<file path="config.mk">
export PLATFORM = sky130hd
export DESIGN_NAME = dcd_decoder
export DESIGN_NICKNAME = d
export VERILOG_FILES = /design/src/hw/dcd_pkg.sv /design/src/hw/dcd_opnd_dec.sv /design/src/hw/dcd_cond_eval.sv /design/src/hw/dcd_decoder.sv
export VERILOG_INCLUDE_DIRS = /design/src /design/src/hw
export SDC_FILE = /design/constraint.sdc
export NUM_CORES = 1
export LEC_CHECK = 0
export BUFFER_PORTS_ARGS = -buffer_cell sky130_fd_sc_hd__buf_2
export CORE_UTILIZATION = 57
export DETAILED_ROUTE_END_ITERATION = 6
export PLACE_DENSITY = 0.86
export SKIP_CTS_REPAIR_TIMING = 1
export SLEW_MARGIN = 20
export SYNTH_ARGS = -nofsm -noshare
export SYNTH_HDL_FRONTEND = slang
export SYNTH_HIERARCHICAL = 1
export SYNTH_SLANG_ARGS = --single-unit
</file>
<file path="constraint.sdc">
create_clock -name mclk -period 7.7 [get_ports mclk]
set_clock_uncertainty 0.2 [all_clocks]
set_input_delay 1.155 -clock mclk [delete_from_list [all_inputs] [get_ports mclk]]
set_output_delay 1.155 -clock mclk [all_outputs]
set_load 0.02 [all_outputs]
</file>
<file path="src/hw/dcd_regs.svh">
// Purpose: opcode and field codes of the instruction decoder
// Assumes: 32-bit instruction words, bit 31 is the most significant
// Notes: codes are given as sized hex literals
`ifndef DCD_REGS_SVH
`define DCD_REGS_SVH
`define DCD_OP_RSVD 6'h02
`define DCD_OP_LOOP 6'h03
`define DCD_OP_DO 6'h23
`define DCD_OP_CALLI 6'h04
`define DCD_OP_MOVE 6'h07
`define DCD_OP_ADD3 5'h05
`define DCD_OP_ALU 5'h06
`define DCD_TOP_BRU 3'h5
`define DCD_TOP_LDI 3'h6
`define DCD_TOP_CALLD 3'h7
`define DCD_DO_IMM 5'h00
`define DCD_DO_REG 5'h01
`define DCD_REG_PCSH 5'h1E
`define DCD_REG_RSVD_A 5'h1C
`define DCD_REG_RSVD_B 5'h1F
`define DCD_PTR_BAD 4'hF
`define DCD_M_FMT4 3'h6
`define DCD_M_RSVD 3'h7
`define DCD_FMT5_TOP 5'h0F
`endif

</file>
<file path="src/hw/dcd_pkg.sv">
// Purpose: types shared by the decoder modules
// Assumes: codes follow declaration order where a field is cast
// Notes: none
package dcd_pkg;
  typedef enum logic [4:0] {FMT_NOP, FMT_IRET, FMT_BRC, FMT_LOOP, FMT_DOI,
    FMT_DOR, FMT_CALLI, FMT_ADD3, FMT_ALU, FMT_MOVD, FMT_MOVP, FMT_MOVIO,
    FMT_MOVMIO, FMT_BRU, FMT_LDI, FMT_CALLD, FMT_DA, FMT_ILL} fmt_type;
  typedef enum logic [3:0] {ALU_ADD, ALU_DBL, ALU_RSUB, ALU_CRADD, ALU_SUB,
    ALU_NEG, ALU_ANDN, ALU_CMP, ALU_XOR, ALU_RORC, ALU_OR, ALU_ROLC, ALU_SHR,
    ALU_HALF, ALU_AND, ALU_TST} alu_fn_type;
  typedef enum logic [3:0] {IDX_ZERO, IDX_REG, IDX_DEC, IDX_INC, DIR_ACC,
    DIR_IBUF, DIR_OBUF, DIR_PDR, DIR_NOWRITE} idx_type;
  typedef enum logic [1:0] {ROLE_X, ROLE_Y, ROLE_Z} role_type;
  typedef enum logic [1:0] {KIND_FLOAT, KIND_INT, KIND_BYTE} data_kind_type;
  typedef struct packed {
    logic n; logic z; logic v; logic c;
    logic dn; logic dz; logic dv; logic du;
    logic [7:0] io;
  } flags_type;
  typedef struct packed {
    logic direct; logic [3:0] ptr; idx_type idx; logic [2:0] idxReg;
    logic [2:0] step; logic legal;
  } opnd_type;
  typedef struct packed {
    fmt_type fmt; logic illegal; logic [4:0] cond; logic sense;
    logic [4:0] regA; logic [4:0] regB; logic [4:0] regC;
    logic [23:0] imm; logic wide; logic immSrc; alu_fn_type aluFn;
    logic aluStore; logic threeOp; logic condExec; logic store;
    logic [1:0] width; logic bitRev; logic [1:0] accSel;
  } dec_type;
endpackage : dcd_pkg

</file>
<file path="src/hw/dcd_opnd_dec.sv">
// Purpose: decode one seven-bit pointer/index operand field
// Assumes: role tells which of the X, Y, Z slots the field is
// Notes: purely combinational
`timescale 1ns/100ps
`include "dcd_regs.svh"
module dcd_opnd_dec (
  input wire logic [6:0] field,
  input dcd_pkg::role_type role,
  input dcd_pkg::data_kind_type dataKind,
  output dcd_pkg::opnd_type opnd
);
  always_comb begin
    opnd = '0;
    opnd.ptr = field[6:3];
    opnd.idxReg = field[2:0];
    opnd.legal = 1'b1;
    opnd.step = (dataKind == dcd_pkg::KIND_FLOAT) ? 3'h4 :
                (dataKind == dcd_pkg::KIND_INT) ? 3'h2 : 3'h1;
    if (field[6:3] != 4'h0) begin
      opnd.legal = (field[6:3] != `DCD_PTR_BAD);
      case (field[2:0])
        3'h0: opnd.idx = dcd_pkg::IDX_ZERO;
        3'h6: opnd.idx = dcd_pkg::IDX_DEC;
        3'h7: opnd.idx = dcd_pkg::IDX_INC;
        default: opnd.idx = dcd_pkg::IDX_REG;
      endcase
    end else begin
      opnd.direct = 1'b1;
      case (field[2:0])
        3'h4: opnd.idx = dcd_pkg::DIR_IBUF;
        3'h5: opnd.idx = dcd_pkg::DIR_OBUF;
        3'h6: opnd.idx = dcd_pkg::DIR_PDR;
        3'h7: opnd.idx = dcd_pkg::DIR_NOWRITE;
        default: opnd.idx = dcd_pkg::DIR_ACC;
      endcase
      if (role == dcd_pkg::ROLE_Z) begin
        opnd.legal = field[2] && (field[1:0] != 2'h0);
      end else begin
        opnd.legal = !field[2] || (field[1:0] == 2'h0) ||
          (field[1:0] == 2'h2 && role == dcd_pkg::ROLE_Y);
      end
    end
  end
endmodule : dcd_opnd_dec

</file>
<file path="src/hw/dcd_cond_eval.sv">
// Purpose: evaluate a five-bit condition code against status flags
// Assumes: flags come from logic on the same clock
// Notes: reserved codes give reserved high and holds low
`timescale 1ns/100ps
module dcd_cond_eval (
  input wire logic [4:0] cond,
  input dcd_pkg::flags_type flags,
  output logic holds,
  output logic reserved
);
  always_comb begin
    holds = 1'b0;
    reserved = 1'b0;
    case (cond[4:3])
      2'h0: begin
        case (cond[2:0])
          3'h0: holds = 1'b1;
          3'h1: holds = flags.n;
          3'h2: holds = flags.z;
          3'h3: holds = flags.v;
          3'h4: holds = flags.c;
          3'h5: holds = flags.n ^ flags.v;
          3'h6: holds = flags.z | (flags.n ^ flags.v);
          default: holds = flags.c | flags.z;
        endcase
      end
      2'h1: begin
        case (cond[2:0])
          3'h0: holds = flags.du;
          3'h1: holds = flags.dn;
          3'h2: holds = flags.dz;
          3'h3: holds = flags.dv;
          3'h4: holds = flags.dn | flags.dz;
          default: reserved = 1'b1;
        endcase
      end
      2'h2: holds = flags.io[cond[2:0]];
      default: reserved = 1'b1;
    endcase
  end
endmodule : dcd_cond_eval

</file>
<file path="src/hw/dcd_decoder.sv">
// Purpose: decode instruction words into control for registers,
//   ALU, memory moves and branches
// Assumes: word and flags come from sequencer logic on mclk
// Notes: outputs appear one clock after instrValid
`timescale 1ns/100ps
`include "dcd_regs.svh"
module dcd_decoder (
  input wire logic mclk,
  input wire logic reset_n,
  input wire logic instrValid,
  input wire logic [31:0] instrWord,
  input dcd_pkg::data_kind_type dataKind,
  input dcd_pkg::flags_type flags,
  output logic decValid,
  output dcd_pkg::dec_type decoded,
  output dcd_pkg::opnd_type [2:0] operands,
  output logic branchTaken
);
  logic [1:0] rstSync_ff;
  logic rstN;
  logic decValid_ff;
  dcd_pkg::dec_type dec_ff;
  dcd_pkg::dec_type nxt_dec;
  dcd_pkg::opnd_type [2:0] opnd_ff;
  dcd_pkg::opnd_type [2:0] nxt_opnd;
  logic branchTaken_ff;
  logic nxt_taken;
  logic [4:0] condSel;
  logic condHolds;
  logic condRsvd;
  logic [31:0] w;

  // register codes that name a defined register
  function automatic logic regOk(input logic [4:0] r);
    regOk = (r != `DCD_REG_RSVD_A) && (r != `DCD_REG_RSVD_B);
  endfunction : regOk

  // pointer codes usable by a register-indirect move
  function automatic logic ptrOk(input logic [4:0] r);
    case (r)
      5'h00, 5'h0F, 5'h10, 5'h16, 5'h17, 5'h1A, 5'h1B, 5'h1C, 5'h1E,
      5'h1F: ptrOk = 1'b0;
      default: ptrOk = 1'b1;
    endcase
  endfunction : ptrOk

  // index codes usable by a register-indirect move
  function automatic logic idxOk(input logic [4:0] r);
    case (r)
      5'h00, 5'h0F, 5'h1A, 5'h1B, 5'h1C, 5'h1E, 5'h1F: idxOk = 1'b0;
      default: idxOk = 1'b1;
    endcase
  endfunction : idxOk

  // I/O register codes that name a register
  function automatic logic ioOk(input logic [4:0] r);
    case (r)
      5'h04, 5'h05, 5'h06, 5'h0E, 5'h14, 5'h16, 5'h1E: ioOk = 1'b1;
      default: ioOk = 1'b0;
    endcase
  endfunction : ioOk

  assign w = instrWord;
  assign rstN = rstSync_ff[1];

  always_ff @(posedge mclk or negedge reset_n) begin
    if (!reset_n) begin
      rstSync_ff <= 2'h0;
    end else begin
      rstSync_ff <= {rstSync_ff[0], 1'b1};
    end
  end

  // branches use the full code, register-source ALU the low three bits
  assign condSel = (w[30:26] == `DCD_OP_ALU) ? {2'h0, w[15:13]} :
                   w[26:22];

  dcd_cond_eval u_cond (
    .cond(condSel),
    .flags(flags),
    .holds(condHolds),
    .reserved(condRsvd)
  );

  genvar g;
  generate
    for (g = 0; g < 3; g++) begin : gen_opnd
      dcd_opnd_dec u_opnd (
        .field(w[20-7*g -: 7]),
        .role(dcd_pkg::role_type'(g)),
        .dataKind(dataKind),
        .opnd(nxt_opnd[g])
      );
    end
  endgenerate

  always_comb begin
    nxt_dec = '0;
    nxt_dec.fmt = dcd_pkg::FMT_ILL;
    nxt_dec.regA = w[20:16];
    nxt_dec.imm = {{8{w[15]}}, w[15:0]};
    nxt_taken = 1'b0;
    if (w[31:29] == `DCD_TOP_BRU || w[31:29] == `DCD_TOP_LDI ||
        w[31:29] == `DCD_TOP_CALLD) begin
      nxt_dec.imm = {w[28:21], w[15:0]};
      nxt_dec.wide = 1'b1;
      case (w[31:29])
        `DCD_TOP_BRU: nxt_dec.fmt = dcd_pkg::FMT_BRU;
        `DCD_TOP_LDI: nxt_dec.fmt = dcd_pkg::FMT_LDI;
        default: nxt_dec.fmt = dcd_pkg::FMT_CALLD;
      endcase
      nxt_taken = (w[31:29] != `DCD_TOP_LDI);
    end else if (w[31:27] == 5'h00) begin
      nxt_dec.cond = w[26:22];
      nxt_dec.sense = w[21];
      nxt_dec.fmt = dcd_pkg::FMT_BRC;
      if (w[26:0] == {5'h00, 1'b1, `DCD_REG_PCSH, 16'h0000}) begin
        nxt_dec.fmt = dcd_pkg::FMT_IRET;
      end else if (w[26:0] == 27'h0) begin
        nxt_dec.fmt = dcd_pkg::FMT_NOP;
      end
      nxt_taken = (condHolds == w[21]) && !condRsvd;
      if (condRsvd || !regOk(w[20:16])) begin
        nxt_dec.fmt = dcd_pkg::FMT_ILL;
        nxt_taken = 1'b0;
      end
    end else if (w[30:26] == `DCD_OP_ADD3) begin
      nxt_dec.fmt = dcd_pkg::FMT_ADD3;
      nxt_dec.wide = w[31];
      nxt_dec.regA = w[25:21];
      nxt_dec.regB = w[20:16];
      if (!w[31]) begin
        nxt_dec.imm = {8'h00, w[15:0]};
      end
      if (!regOk(w[25:21]) || !regOk(w[20:16])) begin
        nxt_dec.fmt = dcd_pkg::FMT_ILL;
      end
    end else if (w[30:26] == `DCD_OP_ALU) begin
      nxt_dec.fmt = dcd_pkg::FMT_ALU;
      nxt_dec.wide = w[31];
      nxt_dec.immSrc = w[25];
      nxt_dec.aluFn = dcd_pkg::alu_fn_type'(w[24:21]);
      nxt_dec.aluStore = (w[24:21] != 4'h7) && (w[24:21] != 4'hF);
      nxt_dec.regA = w[20:16];
      if (!w[31]) begin
        nxt_dec.imm = {8'h00, w[15:0]};
      end
      if (!w[25]) begin
        nxt_dec.cond = {2'h0, w[15:13]};
        nxt_dec.condExec = w[10];
        nxt_dec.threeOp = w[11];
        nxt_dec.sense = w[12];
        nxt_dec.regB = w[9:5];
        nxt_dec.regC = w[4:0];
        nxt_dec.imm = 24'h0;
        nxt_taken = !w[10] || condHolds;
      end else begin
        nxt_taken = 1'b1;
      end
      if (!regOk(w[20:16]) ||
          (!w[25] && (!regOk(w[9:5]) || !regOk(w[4:0])))) begin
        nxt_dec.fmt = dcd_pkg::FMT_ILL;
        nxt_taken = 1'b0;
      end
    end else if (w[31:26] == `DCD_OP_LOOP) begin
      nxt_dec.fmt = dcd_pkg::FMT_LOOP;
      nxt_dec.regB = w[25:21];
      nxt_dec.imm = {8'h00, w[15:0]};
      if (!regOk(w[25:21]) || !regOk(w[20:16])) begin
        nxt_dec.fmt = dcd_pkg::FMT_ILL;
      end
    end else if (w[31:26] == `DCD_OP_DO) begin
      nxt_dec.regB = w[4:0];
      if (w[25:21] == `DCD_DO_IMM && w[15:11] == 5'h00) begin
        nxt_dec.fmt = dcd_pkg::FMT_DOI;
        nxt_dec.imm = {13'h0, w[10:0]};
      end else if (w[25:21] == `DCD_DO_REG && w[15:5] == 11'h000 &&
                   regOk(w[4:0])) begin
        nxt_dec.fmt = dcd_pkg::FMT_DOR;
        nxt_dec.imm = 24'h0;
      end
    end else if (w[31:26] == `DCD_OP_CALLI) begin
      nxt_dec.fmt = dcd_pkg::FMT_CALLI;
      nxt_dec.regB = w[25:21];
      nxt_taken = 1'b1;
      if (!regOk(w[25:21]) || !regOk(w[20:16])) begin
        nxt_dec.fmt = dcd_pkg::FMT_ILL;
        nxt_taken = 1'b0;
      end
    end else if (w[31:26] == `DCD_OP_MOVE) begin
      nxt_dec.store = w[24];
      nxt_dec.width = w[23:22];
      nxt_dec.bitRev = w[10];
      nxt_dec.regB = w[9:5];
      nxt_dec.regC = w[4:0];
      case ({w[25], w[21]})
        2'b00: begin
          nxt_dec.fmt = dcd_pkg::FMT_MOVD;
          nxt_dec.imm = {8'h00, w[15:0]};
          nxt_dec.bitRev = 1'b0;
          if (!regOk(w[20:16])) begin
            nxt_dec.fmt = dcd_pkg::FMT_ILL;
          end
        end
        2'b11: begin
          nxt_dec.fmt = dcd_pkg::FMT_MOVP;
          nxt_dec.imm = 24'h0;
          if (!ptrOk(w[9:5]) || !idxOk(w[4:0]) || !regOk(w[20:16])) begin
            nxt_dec.fmt = dcd_pkg::FMT_ILL;
          end
        end
        2'b10: begin
          nxt_dec.fmt = dcd_pkg::FMT_MOVIO;
          nxt_dec.imm = 24'h0;
          nxt_dec.bitRev = 1'b0;
          if (w[9:5] != 5'h00 || !ioOk(w[4:0]) || !regOk(w[20:16])) begin
            nxt_dec.fmt = dcd_pkg::FMT_ILL;
          end
        end
        default: begin
          nxt_dec.fmt = dcd_pkg::FMT_MOVMIO;
          nxt_dec.imm = 24'h0;
          if (!ioOk(w[20:16]) || !ptrOk(w[9:5]) || !idxOk(w[4:0])) begin
            nxt_dec.fmt = dcd_pkg::FMT_ILL;
          end
        end
      endcase
    end else if (w[31:29] != 3'h0 && !w[31]) begin
      // data-arithmetic word: operand fields and accumulator selector
      nxt_dec.fmt = dcd_pkg::FMT_DA;
      nxt_dec.bitRev = w[25];
      nxt_dec.accSel = w[27:26];
      nxt_dec.imm = 24'h0;
      if (!nxt_opnd[0].legal || !nxt_opnd[1].legal ||
          !nxt_opnd[2].legal || w[28:26] == `DCD_M_RSVD ||
          (w[28:26] == `DCD_M_FMT4 && w[31:29] != 3'h1) ||
          (w[31:27] == `DCD_FMT5_TOP &&
           (w[26:23] == 4'h8 || w[26:23] == 4'h9 || w[26:23] == 4'hF))) begin
        nxt_dec.fmt = dcd_pkg::FMT_ILL;
      end
    end
    nxt_dec.illegal = (nxt_dec.fmt == dcd_pkg::FMT_ILL);
    if (nxt_dec.illegal) begin
      nxt_dec.aluStore = 1'b0;
      nxt_dec.store = 1'b0;
    end
  end

  always_ff @(posedge mclk or negedge rstN) begin
    if (!rstN) begin
      decValid_ff <= 1'b0;
    end else begin
      decValid_ff <= instrValid;
    end
  end

  always_ff @(posedge mclk or negedge rstN) begin
    if (!rstN) begin
      dec_ff <= '0;
      opnd_ff <= '0;
      branchTaken_ff <= 1'b0;
    end else if (instrValid) begin
      dec_ff <= nxt_dec;
      opnd_ff <= nxt_opnd;
      branchTaken_ff <= nxt_taken;
    end
  end

  assign decValid = decValid_ff;
  assign decoded = dec_ff;
  assign operands = opnd_ff;
  assign branchTaken = branchTaken_ff;
endmodule : dcd_decoder

</file>
==> impl_metrics.py <==
metrics = {
    "outcome": {
        "status": "finished clean",
    },
    "logic_synthesis": {
        "synthCells": 637,
        "synth_common_cells": "dfrtp_1 (118), nand2_1 (71), mux2_2 (49)",
        "muxShareOfSynthArea_pct": 10.7,
        "synth_area_leader_cell": "dfrtp_1",
        "synth_compound_area_share_pct": 19.5,
        "synth_xor_area_share_pct": 0.831,
        "synth.ff_latch_count": 118,
        "yosysSeqAreaShare_pct": 46.7,
        "async_flop_share_pct": 100,
        "synthAdderAreaFrac_pct": 0,
        "yosys_most_used_dff": "dfrtp_1",
        "yosys.area.top_type_share_pct": 46.7,
        "synth_simple_gate_area_share_pct": 15.5,
        "syn-cell-area_um2": 6320,
        "synth_top_family_by_area": "compound AO/OA/AOI/OAI gates",
        "synth.distinct_cells": 76,
        "synth_edf_count": 0,
        "synthTopCellsByArea": "dfrtp_1 (47%), mux2_2 (8.7%), nand2_1 (4.2%)",
        "synth_most_common_cell": "dfrtp_1",
        "syn_avg_cell_area_um2": 9.92,
        "ys.warnings.count": 6,
    },
    "floorplanning": {
        "start_util_pct": 58.3,
        "fp.dieH_um": 107,
        "rows": 38,
        "io_pins": 169,
        "core-area_um2": 10800,
        "die_x_um": 107,
        "die-area_um2": 11500,
    },
    "clock_tree": {
        "clock_path_buffers": 2,
        "h-tree-depth": 4,
        "clkSlewWorstSetupHoldPaths_ps": 60,
        "cts_tree": "built",
        "clk-insertion-delay-late_ps": 530,
        "clkSinkCount": 118,
        "clockRootBuffer": "clkbuf_8",
        "cts_buffers": 17,
    },
    "setup_path": {
        "startpoint": "instrWord[29]",
        "required_ps": 7900,
        "reg2reg_depth": 1,
        "crit_arrival_ps": 4590,
        "rr_startpoint": "rstSync_ff[1]",
        "cp-end-kind": "register",
        "path_max_fanout": 18,
        "timing_worst_setup_path_type": "in2reg",
        "start_kind": "input pin",
    },
    "placement": {
        "hpwl_um": 12500,
        "dpl_cell_area_um2": 7050,
        "gp_routability_congestion": 0.895,
        "port_buffers": 168,
    },
    "route": {
        "wl_per_cell_um": 20.1,
        "route.antenna.remaining_nets": 0,
        "vias": 5792,
        "drtIter0Drc": 532,
        "firstDrtPassIters": 5,
        "via_per_inst": 6.28,
        "routed_wl_um": 18600,
        "drcViolationCount": 0,
    },
    "finish": {
        "final_cell_area_um2": 7600,
        "multi_input_area_um2": 3010,
        "finalNetCount": 824,
        "filler_cell_count": 839,
        "antennaDiodeCount": 0,
        "final_layout_size_suffix_gt1_share_pct": 33.6,
        "seq_area_um2": 2960,
        "syn_to_final_growth_pct": 20.3,
    },
    "power_and_ir_drop": {
        "p_leak_nw": 3.66,
        "ir_worst_vdd_v": 0.000173,
        "powerDensity_nw_per_um2": 227,
    },
    "sta": {
        "fin_crit_sh_pct": 57.0,
        "final.setup.tns_ps": 0,
        "fmax_mhz": 228,
        "slew_headroom_pct": 25.8,
        "finalCriticalPeriod_ps": 4390,
        "finalHoldViolCount": 0,
        "tightest_slew_ps": 1110,
        "rsz0062_at_grt": "false",
        "slew_viol_final": 0,
        "finalSetupViolCount": 0,
    },
    "global_routing": {
        "grt_first_pass_wirelength_um": 29800,
        "grt_use_total_pct": 33.8,
        "grt_pass1_vias": 5685,
        "gr-usage-met1_pct": 43.9,
        "use_met3_pct": 7.38,
        "overflow": 0,
        "grt_max_degree": 102,
        "antenna_found_initial": 0,
        "busiest_layer": "met2",
        "grt_use_met2_pct": 53.9,
    },
    "job": {
        "maxCapViolCount": 0,
    },
    "hold_path": {
        "hp-class": "reg2async",
    },
}
sequential cells by signal, indices dropped and copies added (netlist names):
register	count
decoded	66
operands	48
rstSync_ff	2
branchTaken	1
decValid	1
cell usage in the layout (no fill, tap or decap), drive strengths merged, types with 5 or more instances in the layout:
cell type  count
buf          170
dfrtp        118
nand2         71
mux2          50
nor2          43
a21oi         31
o2bb2ai       30
o21ai         27
clkbuf        23
nand3         20
conb          16
a31oi         16
inv           15
nor3          12
nor2b          9
a2bb2oi        7
or3            7
a21o           6
a22o           6
mux2i          6
nor4           6
xor2           5
or4            5
a221oi         5
a222oi         5
area by class of cell:
| cell class | instances | area share, % |
|---|---|---|
| multi-input combinational | 449 | 39.6 |
| sequential | 118 | 38.9 |
| timing repair buffer | 170 | 11.4 |
| clock buffer | 23 | 6.14 |
| tap | 140 | 2.30 |
| clock inverter | 8 | 1.00 |
| inverter | 15 | 0.740 |
layer usage:
metal  routed length, um  up-vias
met1                7610     2841
met2                8830      304
met4                 612        0
met3                1550       51
met5                   0        -
li1                    -     2596
logic make-up after synthesis:
group | count (synthesis)
flops | 118
mux | 58
simple gates | 200
other cells | 2
buf+inv | 84
compound gates | 169
xor+xnor | 6
critical path, cell delays in order:
cell and delay, ps:
buf_2 140, nor2_1 580, nand3_1 730, nand2_1 240, nand2_1 280, o21a_1 260, o21a_1 190, or3_4 410
o221ai_2 210, a31oi_2 100, mux2_4 290
power by group:
part | total, W | internal [W] | switching, W
sequential | 0.000698 | 0.000669 | 0.0000292
combinational | 0.000306 | 0.000107 | 0.000199
clock | 0.000724 | 0.000450 | 0.000274
total | 0.00173 | 0.00123 | 0.000503
path summary, 6_finish.rpt:
path | endpoint | slack [ps]
max in group asynchronous | operands[5] | 6150
setup / recovery | decoded[61] | 3310
hold reg to reg | decoded[18] | 60
setup reg to reg | operands[5] | 6150
min in group mclk | rstSync_ff[1] | 150
hold / removal | decoded[18] | 60
stage by stage:
stage	total power, W	utilization [%]	setup WS, ps	hold WS, ps	cells
2_1_floorplan	0.000902	-	3740	131	651
3_3_place_gp	0.000999	65.1	2930	68.8	892
3_5_place_dp	0.00101	65.1	2800	75.8	892
4_1_cts	0.00174	70.1	3390	84.2	923
5_1_grt	0.00179	70.2	3030	121	923
6_report	0.00173	70.2	3310	64.9	923
Power figures use the tool's default switching activity.
